**config.mk**
```make
export PLATFORM = sky130hd
export DESIGN_NAME = peripheral_interrupt_expansion_map
export DESIGN_NICKNAME = d
export VERILOG_FILES = /design/src/hdl/pie_map_pkg.sv /design/src/hdl/line_arb_if.sv /design/src/hdl/request_slot.sv /design/src/hdl/line_arbiter.sv /design/src/hdl/peripheral_interrupt_expansion_map.sv
export SDC_FILE = /design/constraint.sdc
export NUM_CORES = 1
export LEC_CHECK = 0
export BUFFER_PORTS_ARGS = -buffer_cell sky130_fd_sc_hd__buf_2
export CORE_MARGIN = 2
export CORE_UTILIZATION = 49
export DETAILED_ROUTE_END_ITERATION = 6
export PLACE_DENSITY = 0.81
export SLEW_MARGIN = 20
export SYNTH_ARGS = -nofsm -noshare
export SYNTH_HDL_FRONTEND = slang
export SYNTH_SLANG_ARGS = --single-unit
```
**constraint.sdc**
```tcl
create_clock -name clk_i -period 3.88 [get_ports clk_i]
set_clock_uncertainty 0.05 [all_clocks]
set_input_delay 0.582 -clock clk_i [delete_from_list [all_inputs] [get_ports clk_i]]
set_output_delay 0.582 -clock clk_i [all_outputs]
set_load 0.05 [all_outputs]
```
**src/hdl/pie_map_pkg.sv**
```systemverilog
`default_nettype none

package pie_map_pkg;

  // ********************************************************************
  // Sizes
  // ********************************************************************
  localparam int NUM_SOURCES = 19;
  localparam int NUM_LINES = 3;
  localparam int REG_WIDTH = 16;
  localparam int REG_COUNT = 3;
  localparam int REQ_BITS = REG_COUNT * REG_WIDTH;

  typedef logic [15:0] vector_t;
  typedef logic [5:0] prio_t;
  typedef logic [1:0] line_t;
  typedef logic [1:0] reg_idx_t;
  typedef logic [3:0] bit_pos_t;
  typedef logic [4:0] src_idx_t;
  typedef logic [5:0] flat_pos_t;
  typedef logic [NUM_SOURCES-1:0] src_mask_t;
  typedef logic [REQ_BITS-1:0] req_regs_t;

  typedef enum logic [1:0] {
    GROUP_SERIAL = 2'b00,
    GROUP_CAN = 2'b01,
    GROUP_FIRST_EM = 2'b10,
    GROUP_SECOND_EM = 2'b11
  } group_e;

  // ********************************************************************
  // Core lines
  // ********************************************************************
  localparam line_t LINE_ONE = 2'h0;
  localparam line_t LINE_TWO = 2'h1;
  localparam line_t LINE_THREE = 2'h2;
  localparam line_t LINE_INVALID = 2'h3;
  localparam vector_t LINE_CORE_ADDRESS [0:NUM_LINES-1] = '{16'h0002, 16'h0004, 16'h0006};
  // Answered when the core acknowledges a line with nothing pending
  localparam vector_t PHANTOM_VECTOR = 16'h0000;

  // ********************************************************************
  // Source table, listed in ascending overall priority number
  // ********************************************************************
  typedef struct packed {
    vector_t vector;
    reg_idx_t reg_idx;
    bit_pos_t bit_pos;
    prio_t prio;
    line_t line;
    group_e group;
  } source_entry_s;

  localparam src_idx_t SRC_SERIAL_TRANSMIT = 5'h00;
  localparam src_idx_t SRC_CAN_MAILBOX = 5'h01;
  localparam src_idx_t SRC_CAN_ERROR = 5'h02;
  localparam src_idx_t SRC_TIMER_ONE_PERIOD = 5'h03;
  localparam src_idx_t SRC_TIMER_THREE_OVERFLOW = 5'h0A;
  localparam src_idx_t SRC_TIMER_TWO_PERIOD = 5'h0B;

  localparam source_entry_s SOURCE_TABLE [0:NUM_SOURCES-1] = '{
    '{16'h0007, 2'h0, 4'h6, 6'h0B, LINE_ONE, GROUP_SERIAL},
    '{16'h0040, 2'h0, 4'h7, 6'h0C, LINE_ONE, GROUP_CAN},
    '{16'h0041, 2'h0, 4'h8, 6'h0D, LINE_ONE, GROUP_CAN},
    '{16'h0027, 2'h0, 4'hC, 6'h11, LINE_TWO, GROUP_FIRST_EM},
    '{16'h0028, 2'h0, 4'hD, 6'h12, LINE_TWO, GROUP_FIRST_EM},
    '{16'h0029, 2'h0, 4'hE, 6'h13, LINE_TWO, GROUP_FIRST_EM},
    '{16'h002A, 2'h0, 4'hF, 6'h14, LINE_TWO, GROUP_FIRST_EM},
    '{16'h002F, 2'h2, 4'h4, 6'h18, LINE_TWO, GROUP_SECOND_EM},
    '{16'h0030, 2'h2, 4'h5, 6'h19, LINE_TWO, GROUP_SECOND_EM},
    '{16'h0031, 2'h2, 4'h6, 6'h1A, LINE_TWO, GROUP_SECOND_EM},
    '{16'h0032, 2'h2, 4'h7, 6'h1B, LINE_TWO, GROUP_SECOND_EM},
    '{16'h002B, 2'h1, 4'h0, 6'h1C, LINE_THREE, GROUP_FIRST_EM},
    '{16'h002C, 2'h1, 4'h1, 6'h1D, LINE_THREE, GROUP_FIRST_EM},
    '{16'h002D, 2'h1, 4'h2, 6'h1E, LINE_THREE, GROUP_FIRST_EM},
    '{16'h002E, 2'h1, 4'h3, 6'h1F, LINE_THREE, GROUP_FIRST_EM},
    '{16'h0039, 2'h2, 4'h8, 6'h20, LINE_THREE, GROUP_SECOND_EM},
    '{16'h003A, 2'h2, 4'h9, 6'h21, LINE_THREE, GROUP_SECOND_EM},
    '{16'h003B, 2'h2, 4'hA, 6'h22, LINE_THREE, GROUP_SECOND_EM},
    '{16'h003C, 2'h2, 4'hB, 6'h23, LINE_THREE, GROUP_SECOND_EM}
  };

  // Word index and bit joined: word * 16 + bit
  function automatic flat_pos_t flat_pos(input int s);
    return {SOURCE_TABLE[s].reg_idx, SOURCE_TABLE[s].bit_pos};
  endfunction : flat_pos

  function automatic src_mask_t line_mask(input line_t ln);
    src_mask_t m;
    m = '0;
    for (int s = 0; s < NUM_SOURCES; s++) begin
      m[s] = (SOURCE_TABLE[s].line == ln);
    end
    return m;
  endfunction : line_mask

  typedef struct packed {
    logic [NUM_LINES-1:0] lines;
    vector_t vector;
    vector_t core_address;
    req_regs_t ack_regs;
  } map_state_s;

endpackage : pie_map_pkg

`default_nettype wire

```
**src/hdl/line_arb_if.sv**
```systemverilog
`timescale 1ns/1ps
`default_nettype none

interface line_arb_if;
  import pie_map_pkg::*;
  src_mask_t pending;
  logic hit;
  src_idx_t winner;
  vector_t vector;
  modport host (output pending, input hit, input winner, input vector);
  modport arb (input pending, output hit, output winner, output vector);
endinterface : line_arb_if

`default_nettype wire

```
**src/hdl/request_slot.sv**
```systemverilog
`timescale 1ns/1ps
`default_nettype none

module request_slot import pie_map_pkg::*; #(
  parameter bit PRESENT = 1'b1
) (
  input wire logic clk_i,
  input wire logic reset_i,
  input wire logic request_i,
  input wire logic enable_i,
  input wire logic clear_i,
  output logic pending_o
);

  typedef struct packed {
    logic pending;
  } slot_state_s;

  slot_state_s state;
  slot_state_s next_state;
  logic set;

  // An absent peripheral can never raise its bit
  assign set = PRESENT && request_i && enable_i;

  always_comb begin
    next_state = state;
    if (clear_i) begin
      next_state.pending = 1'b0;
    end
    // Set after clear so a same-cycle event survives the acknowledge
    if (set) begin
      next_state.pending = 1'b1;
    end
  end

  always_ff @(posedge clk_i or posedge reset_i) begin
    if (reset_i) begin
      state <= '0;
    end else begin
      state <= next_state;
    end
  end

  assign pending_o = state.pending;
endmodule : request_slot

`default_nettype wire

```
**src/hdl/line_arbiter.sv**
```systemverilog
`timescale 1ns/1ps
`default_nettype none

module line_arbiter import pie_map_pkg::*; #(
  parameter line_t LINE = LINE_ONE
) (
  line_arb_if.arb bus
);

  logic found;
  src_idx_t best;
  prio_t best_prio;

  // Linear scan; nineteen sources keep the compare chain short
  always_comb begin
    found = 1'b0;
    best = '0;
    best_prio = '1;
    for (int s = 0; s < NUM_SOURCES; s++) begin
      if (bus.pending[s] && SOURCE_TABLE[s].line == LINE
          && (!found || SOURCE_TABLE[s].prio < best_prio)) begin
        found = 1'b1;
        best = src_idx_t'(s);
        best_prio = SOURCE_TABLE[s].prio;
      end
    end
  end

  assign bus.hit = found;
  assign bus.winner = best;
  assign bus.vector = found ? SOURCE_TABLE[best].vector : PHANTOM_VECTOR;

endmodule : line_arbiter

`default_nettype wire

```
**src/hdl/peripheral_interrupt_expansion_map.sv**
```systemverilog
`timescale 1ns/1ps
`default_nettype none

module peripheral_interrupt_expansion_map import pie_map_pkg::*; #(
  parameter bit HAS_SERIAL = 1'b1,
  parameter bit HAS_CAN = 1'b1,
  parameter bit HAS_FIRST_EM = 1'b1,
  parameter bit HAS_SECOND_EM = 1'b1
) (
  input wire logic clk_i,
  input wire logic reset_i,
  input wire logic [NUM_SOURCES-1:0] source_request_i,
  input wire logic [NUM_SOURCES-1:0] source_enable_i,
  input wire logic ack_i,
  input wire logic [1:0] ack_line_i,
  output logic [REQ_BITS-1:0] peripheral_request_regs_o,
  output logic [REQ_BITS-1:0] peripheral_acknowledge_regs_o,
  output logic core_line_one_o,
  output logic core_line_two_o,
  output logic core_line_three_o,
  output logic [15:0] peripheral_vector_code_o,
  output logic [15:0] core_vector_address_o
);

  // ********************************************************************
  // Pending bits
  // ********************************************************************
  src_mask_t pending;
  src_mask_t clear;
  logic line_hit [0:NUM_LINES-1];
  src_idx_t line_winner [0:NUM_LINES-1];
  vector_t line_vector [0:NUM_LINES-1];

  for (genvar s = 0; s < NUM_SOURCES; s++) begin : g_slot
    localparam group_e GRP = SOURCE_TABLE[s].group;
    localparam bit PRESENT = (GRP == GROUP_SERIAL) ? HAS_SERIAL :
                             (GRP == GROUP_CAN) ? HAS_CAN :
                             (GRP == GROUP_FIRST_EM) ? HAS_FIRST_EM : HAS_SECOND_EM;
    request_slot #(
      .PRESENT(PRESENT)
    ) u_slot (
      .clk_i(clk_i),
      .reset_i(reset_i),
      .request_i(source_request_i[s]),
      .enable_i(source_enable_i[s]),
      .clear_i(clear[s]),
      .pending_o(pending[s])
    );
  end

  // ********************************************************************
  // Per-line arbitration
  // ********************************************************************
  line_arb_if arb_bus [NUM_LINES] ();

  for (genvar l = 0; l < NUM_LINES; l++) begin : g_line
    assign arb_bus[l].pending = pending;
    assign line_hit[l] = arb_bus[l].hit;
    assign line_winner[l] = arb_bus[l].winner;
    assign line_vector[l] = arb_bus[l].vector;
    line_arbiter #(
      .LINE(line_t'(l))
    ) u_arb (
      .bus(arb_bus[l])
    );
  end

  // ********************************************************************
  // Request register view
  // ********************************************************************
  req_regs_t request_regs;

  always_comb begin
    request_regs = '0;
    for (int s = 0; s < NUM_SOURCES; s++) begin
      request_regs[flat_pos(s)] = pending[s];
    end
  end

  assign peripheral_request_regs_o = request_regs;

  // ********************************************************************
  // Acknowledge handling and core lines
  // ********************************************************************
  map_state_s state;
  map_state_s next_state;
  logic ack_legal;
  src_mask_t still_pending;

  assign ack_legal = ack_i && (ack_line_i != LINE_INVALID);

  always_comb begin
    next_state = state;
    next_state.ack_regs = '0;
    clear = '0;
    if (ack_legal) begin
      // Vector is latched at the acknowledge so it cannot shift under the core
      next_state.core_address = LINE_CORE_ADDRESS[ack_line_i];
      next_state.vector = line_vector[ack_line_i];
      if (line_hit[ack_line_i]) begin
        clear[line_winner[ack_line_i]] = 1'b1;
        next_state.ack_regs[flat_pos(int'(line_winner[ack_line_i]))] = 1'b1;
      end
    end
    still_pending = pending & ~clear;
    // Core-side masking of these lines is left to the core mask register
    for (int l = 0; l < NUM_LINES; l++) begin
      next_state.lines[l] = |(still_pending & line_mask(line_t'(l)));
    end
  end

  always_ff @(posedge clk_i or posedge reset_i) begin
    if (reset_i) begin
      state <= '0;
    end else begin
      state <= next_state;
    end
  end

  assign core_line_one_o = state.lines[LINE_ONE];
  assign core_line_two_o = state.lines[LINE_TWO];
  assign core_line_three_o = state.lines[LINE_THREE];
  assign peripheral_vector_code_o = state.vector;
  assign core_vector_address_o = state.core_address;
  assign peripheral_acknowledge_regs_o = state.ack_regs;

  // ********************************************************************
  // Raise path, variants and acknowledge side
  // ********************************************************************
  logic [NUM_LINES-1:0] line_out;

  assign line_out = {core_line_three_o, core_line_two_o, core_line_one_o};
endmodule : peripheral_interrupt_expansion_map

`default_nettype wire

```
### After elaboration in Yosys (flattened, before gate mapping)

Memories as Yosys holds them, arrays and structs flattened.
Cells that the tools add are included.

| cells by class | value |
|---|---|
| add/subtract/negate cells | 0 |
| multiply operators | 0 |
| divide/modulo/power cells | 0 |
| $lt $le $gt $ge | 25 |
| eq/ne operators | 1 |
| shift-type cells | 0 |
| multiplexer cells | 122 |
| bitwise logic cells | 7 |
| reduce and logical (&&, ||, !) cells | 92 |

Operators with widths:

| kind | count |
|---|---|
| 32-bit two-way mux | 6 |
| 16-bit two-way mux | 9 |
| 48-bit two-way mux | 2 |
| 6-bit two-way mux | 16 |
| 5-bit two-way mux | 17 |
| 16-bit binary-select mux with 2-bit select | 2 |
| 1-bit two-way mux | 62 |
| 5-bit by 6-bit < comparator with 1-bit output, first input constant | 10 |
| 1-bit logical AND | 38 |
| 19-bit two-way mux | 2 |
| 2-bit nonzero test | 19 |
| 32-bit by 6-bit >= comparator with 1-bit output, second input constant | 1 |
| 5-bit inverter with 32-bit output | 1 |
| 6-bit < comparator, first input constant | 4 |
| 19-bit bitwise AND | 1 |
| 19-bit inverter | 1 |
| 6-bit >= comparator, second input constant | 3 |
| 5-bit inverter with 6-bit output | 3 |
| 1-bit logical NOT | 16 |
| 1-bit logical OR | 16 |
| 8-bit OR reduction | 2 |
| 4-bit by 6-bit < comparator with 1-bit output, first input constant | 2 |
| 5-bit binary-select mux with 2-bit select | 1 |
| 6-bit by 7-bit < comparator with 1-bit output, second input constant | 1 |
| 12 further kinds | 12 |

| word-level totals | value |
|---|---|
| flip-flop bits (word level) | 102 |
| bits in latches | 0 |
| RAM bits | 0 |
| memory bits (read-only) | 4096 |
| input bits | 43 |
| output and inout port bits | 131 |
| word-level logic and storage cells | 274 |
| memories | 4 |

Memory list:

| memory | depth | width | read ports | clocked after memory_dff | wr ports | RTL line | source |
|---|---|---|---|---|---|---|---|
| (name not given) | 32 | 32 | 1 | 0 | 0 | line_arbiter.sv:31 | `assign bus.vector = found ? SOURCE_TABLE[best].vector : PHANTOM_VECTOR;` |
| (name not given) | 32 | 32 | 1 | 0 | 0 | line_arbiter.sv:31 |  |
| (name not given) | 32 | 32 | 1 | 0 | 0 | line_arbiter.sv:31 |  |
| (name not given) | 32 | 32 | 1 | 0 | 0 | pie_map_pkg.sv:85 | `return {SOURCE_TABLE[s].reg_idx, SOURCE_TABLE[s].bit_pos};` |

### Longest topological paths before layout

| depth | value |
|---|---|
| depth in word-level cells | 42 |
| mapped depth | 13 |
| gate-level depth less buffers | 11 |

### By module

A second synthesis with hierarchy kept.

| second synthesis, totals | value |
|---|---|
| cells, all modules | 581 |
| area, all modules | 5347.6 um^2 |

Modules (own cells, without submodules):

| module | times used | cells an instance | area an instance (um^2) | seq. area each (um^2) |
|---|---|---|---|---|
| peripheral_interrupt_expansion_map | 1 | 370 | 3699.8 | 1726.7 |
| request_slot | 19 | 5 | 45.0 | 25.0 |
| line_arbiter at g_line[2].u_arb | 1 | 49 | 324.1 | 0.0 |
| line_arbiter at g_line[1].u_arb | 1 | 42 | 302.8 | 0.0 |
| line_arbiter at g_line[0].u_arb | 1 | 25 | 165.2 | 0.0 |

### Least setup slack after synthesis

Ideal clock, no wire load.

| timing path | value |
|---|---|
| path type | in2reg |
| start point | input ack_line_i[0] |
| end point | register state (netlist bit peripheral_acknowledge_regs_o[1]) |
| library setup time | 0.081 ns |
| data arrival time | 3.159 ns |
| data required time | 3.749 ns |
| setup slack | 0.590 ns |
| stages | 12 |
| buffers on the path | 3 |
| path through | buf_2 > nor2b_1 > clkbuf_1 > a221oi_1 > inv_1 > ha_1 > clkbuf_1 > inv_1 > nor2_1 > a221o_1 > or4b_4 > nor3_2 |

RTL lines:

| element | RTL line | source |
|---|---|---|
| start: declaration | peripheral_interrupt_expansion_map.sv:15 | `input wire logic [1:0] ack_line_i,` |
| end signal: assignment | peripheral_interrupt_expansion_map.sv:116 | `state <= next_state;` |
| end: declaration | peripheral_interrupt_expansion_map.sv:85 | `map_state_s state;` |

==> reports/results.ini <==
[outcome]
outcome=completed

[power]
power_density_nw_per_um2=403
p_sw_share_pct=38.8
seq_power_share_pct=44.5
leakage_nw=2.47
p_int_mw=1.21
pwr-share-comb_pct=26.2
switching_power_uw=770
p_clk_share_pct=29.2
peakVddDrop_v=0.000189

[drt]
dr.pass1.iters=5
drc=0
drt_iter0_markers=229
totalWireLength_mm=10.0
avgRoutedWirePerCell_um=14.9
drtAntennaViolNets=0
drt-vias-per-instance=5.32
num_vias=3591

[sta]
period_needed_ns=3.32
fin_tns_setup_ns=0
rsz0062_at_grt=no
slew_headroom_pct=36.9
hold_viol_final=0
tightest_slew_ns=0.946
fin_ws_ns=0.563
finalSetupViolations=0
finalCritPeriodShare_pct=85.5
maxSlewViolCount=0
whs_ns=0.362
fmaxAchievable_ghz=0.301

[clock_tree]
ctsHoldBuffers=0
clockRootBuffer=clkbuf_8
cts_sinks=79
cts_resized=0
cts_max_level=3
post_cts_buffers=0
clock_latency_ns=0.35
tritoncts=built
clkTransAtPathRegs_ns=0.09
clockBufferDepth=2
cts_buffers=9

[synthesis]
synth_top_area_share_pct=46.5
synthArstFlopShare_pct=100
yosysTopAreaCell=dfrtp_1
synth_common_cells=dfrtp_1, buf_4, nand2_1
synth_area_per_cell_um2=9.71
synth_edf_count=0
synth-seq-area-share_pct=46.5
synth_area_leaders=dfrtp_1, buf_4, ha_1
synth_cell_types=55
ys_ff_latch=79
synth_area_um2=4250
synth.most_common_cell=dfrtp_1
ys_warn_count=0
synth_cells=438
ys.flop_type=dfrtp_1

[finish]
fin_util_pct=59.2
fin_nets=624
drive_above_1_share_pct=28.4
nFillCells=739
diodes=0
synthToLayoutAreaGrowth_pct=15.6
fin_area_um2=4920

[die]
die_w_um=97.2
ios=174
fp.dieH_um=97.2
die-area_um2=9440
row_count=33
design.core.area_um2=8300
start_util_pct=51.3

[placement]
dp_slack_ns=0.424
portBuffers=121
place_area_um2=4730
gp_congestion=0.931
dp_hpwl_mm=7.62

[run]
cap_violations=0

[worst_setup_path]
worstSetupStartpoint=g_slot[12].u_slot.pending_o
worstReg2RegEnd=peripheral_acknowledge_regs_o[1]
reg2reg_from=g_slot[12].u_slot.pending_o
worstPathRequired_ns=4.10
worstPathMaxFanout=8
cp-endpoint=peripheral_acknowledge_regs_o[1]
arrival_ns=3.54
rr_worst_depth=12
end_kind=register
cp-start-kind=register
critPathKind=reg2reg
timing.reg2reg.setup_slack_ns=0.56

[global_routing]
grt_max_degree=60
gr-total-overflow=0
grt_pass1_wl_mm=16.3
grt_pass1_vias=3336
antenna_found_initial=0
grt_usage_pct=21.2

[worst_hold_path]
hp-class=in2async

logic make-up (layout without fill, tap and decap cells):
family                     count (synthesis)  in the layout  share of synthesized area (%)
AOI/OAI and AO/OA                         91             91                           15.3
adders and majority gates                 16             16                           4.71
buffers and inverters                    106            165                           16.0
DFF                                       79             79                           46.5
other                                      1             74                         0.0882
and+or+nand+nor                          145            145                           17.5
worst min path at each step:
stage | startpoint | end | slack (ns)
2_1_floorplan | g_slot[15].u_slot.pending_o | g_slot[15].u_slot.pending_o | 0.50
3_3_place_gp | core_vector_address_o[1] | core_vector_address_o[1] | 0.40
3_5_place_dp | core_vector_address_o[1] | core_vector_address_o[1] | 0.40
4_1_cts | source_enable_i[1] | g_slot[1].u_slot.pending_o | 0.36
5_1_grt | source_enable_i[11] | g_slot[11].u_slot.pending_o | 0.37
6_report | reset_i | peripheral_acknowledge_regs_o[47] | 0.36
critical path: stages, from the launching register on:
cell	delay, ns
dfrtp_1	0.49
inv_1	0.09
a21oi_1	0.12
o31ai_1	0.08
buf_4	0.17
a221oi_1	0.45
inv_1	0.18
ha_1	0.26
inv_1	0.17
nor2_1	0.09
a221o_1	0.37
or4b_4	0.58
nor3_2	0.13
power groups by stage:
stage / clock network [mW] / logic, mW / registers, mW
3_5_place_dp: 0 / 0.518 / 0.900
5_1_grt: 0.634 / 0.557 / 0.890
2_1_floorplan: 0 / 0.358 / 0.995
6_report: 0.580 / 0.520 / 0.884
3_3_place_gp: 0 / 0.511 / 0.900
4_1_cts: 0.605 / 0.519 / 0.884
layout by cell type, fill, tap and decap left out, types with 3 or more instances in the layout:
cell      synthesis  routed
buf_2             7     121
dfrtp_1          79      79
conb_1            1      74
nand2_1          43      43
nor3_1           26      26
o21ai_0          24      24
nor2_1           21      21
inv_1            17      16
ha_1             16      16
nand3_1          14      14
a21oi_1          13      13
buf_4            71      11
a22o_1           10      10
clkbuf_8          0       9
nor4_1            8       8
nand4_1           5       5
nor3_2            5       5
a31oi_1           5       5
inv_6             0       5
or3_1             4       4
a221oi_1          4       4
nor2b_1           3       3
nand2b_1          3       3
o31a_1            3       3
a21o_1            3       3
a221o_1           3       3
a22oi_1           3       3
metrics by stage:
step                      std cells  power (mW)
after detailed placement        659        1.42
after floorplan                 511        1.35
after global placement          659        1.41
final                           675        1.98
after global routing            675        2.08
after CTS                       675        2.01
area by class of cell:
| class | count | area [um^2] | share of cell area [%] |
|---|---|---|---|
| Sequential cell | 79 | 1980 | 40.2 |
| Multi-Input combinational cell | 326 | 1870 | 38.1 |
| Timing Repair Buffer | 132 | 688 | 14.0 |
| Tap cell | 105 | 131 | 2.67 |
| Clock buffer | 9 | 124 | 2.52 |
| Inverter | 17 | 65.1 | 1.32 |
| Clock inverter | 7 | 60.1 | 1.22 |
registers in the layout, indices dropped and copies added (netlist names):
register / flops
core_vector_address_o: 2
g_slot.u_slot.pending_o: 19
line_out: 3
peripheral_acknowledge_regs_o: 48
peripheral_vector_code_o: 7
layer usage:
metal | GRT usage [%] | routed length (um) | up-vias
li1 | - | - | 1652
met1 | 28.2 | 4210 | 1693
met2 | 34.7 | 4710 | 215
met3 | 4.03 | 909 | 31
met4 | 7.48 | 211 | 0
met5 | 0 | 0 | -
(Power assumes the default switching activity.)
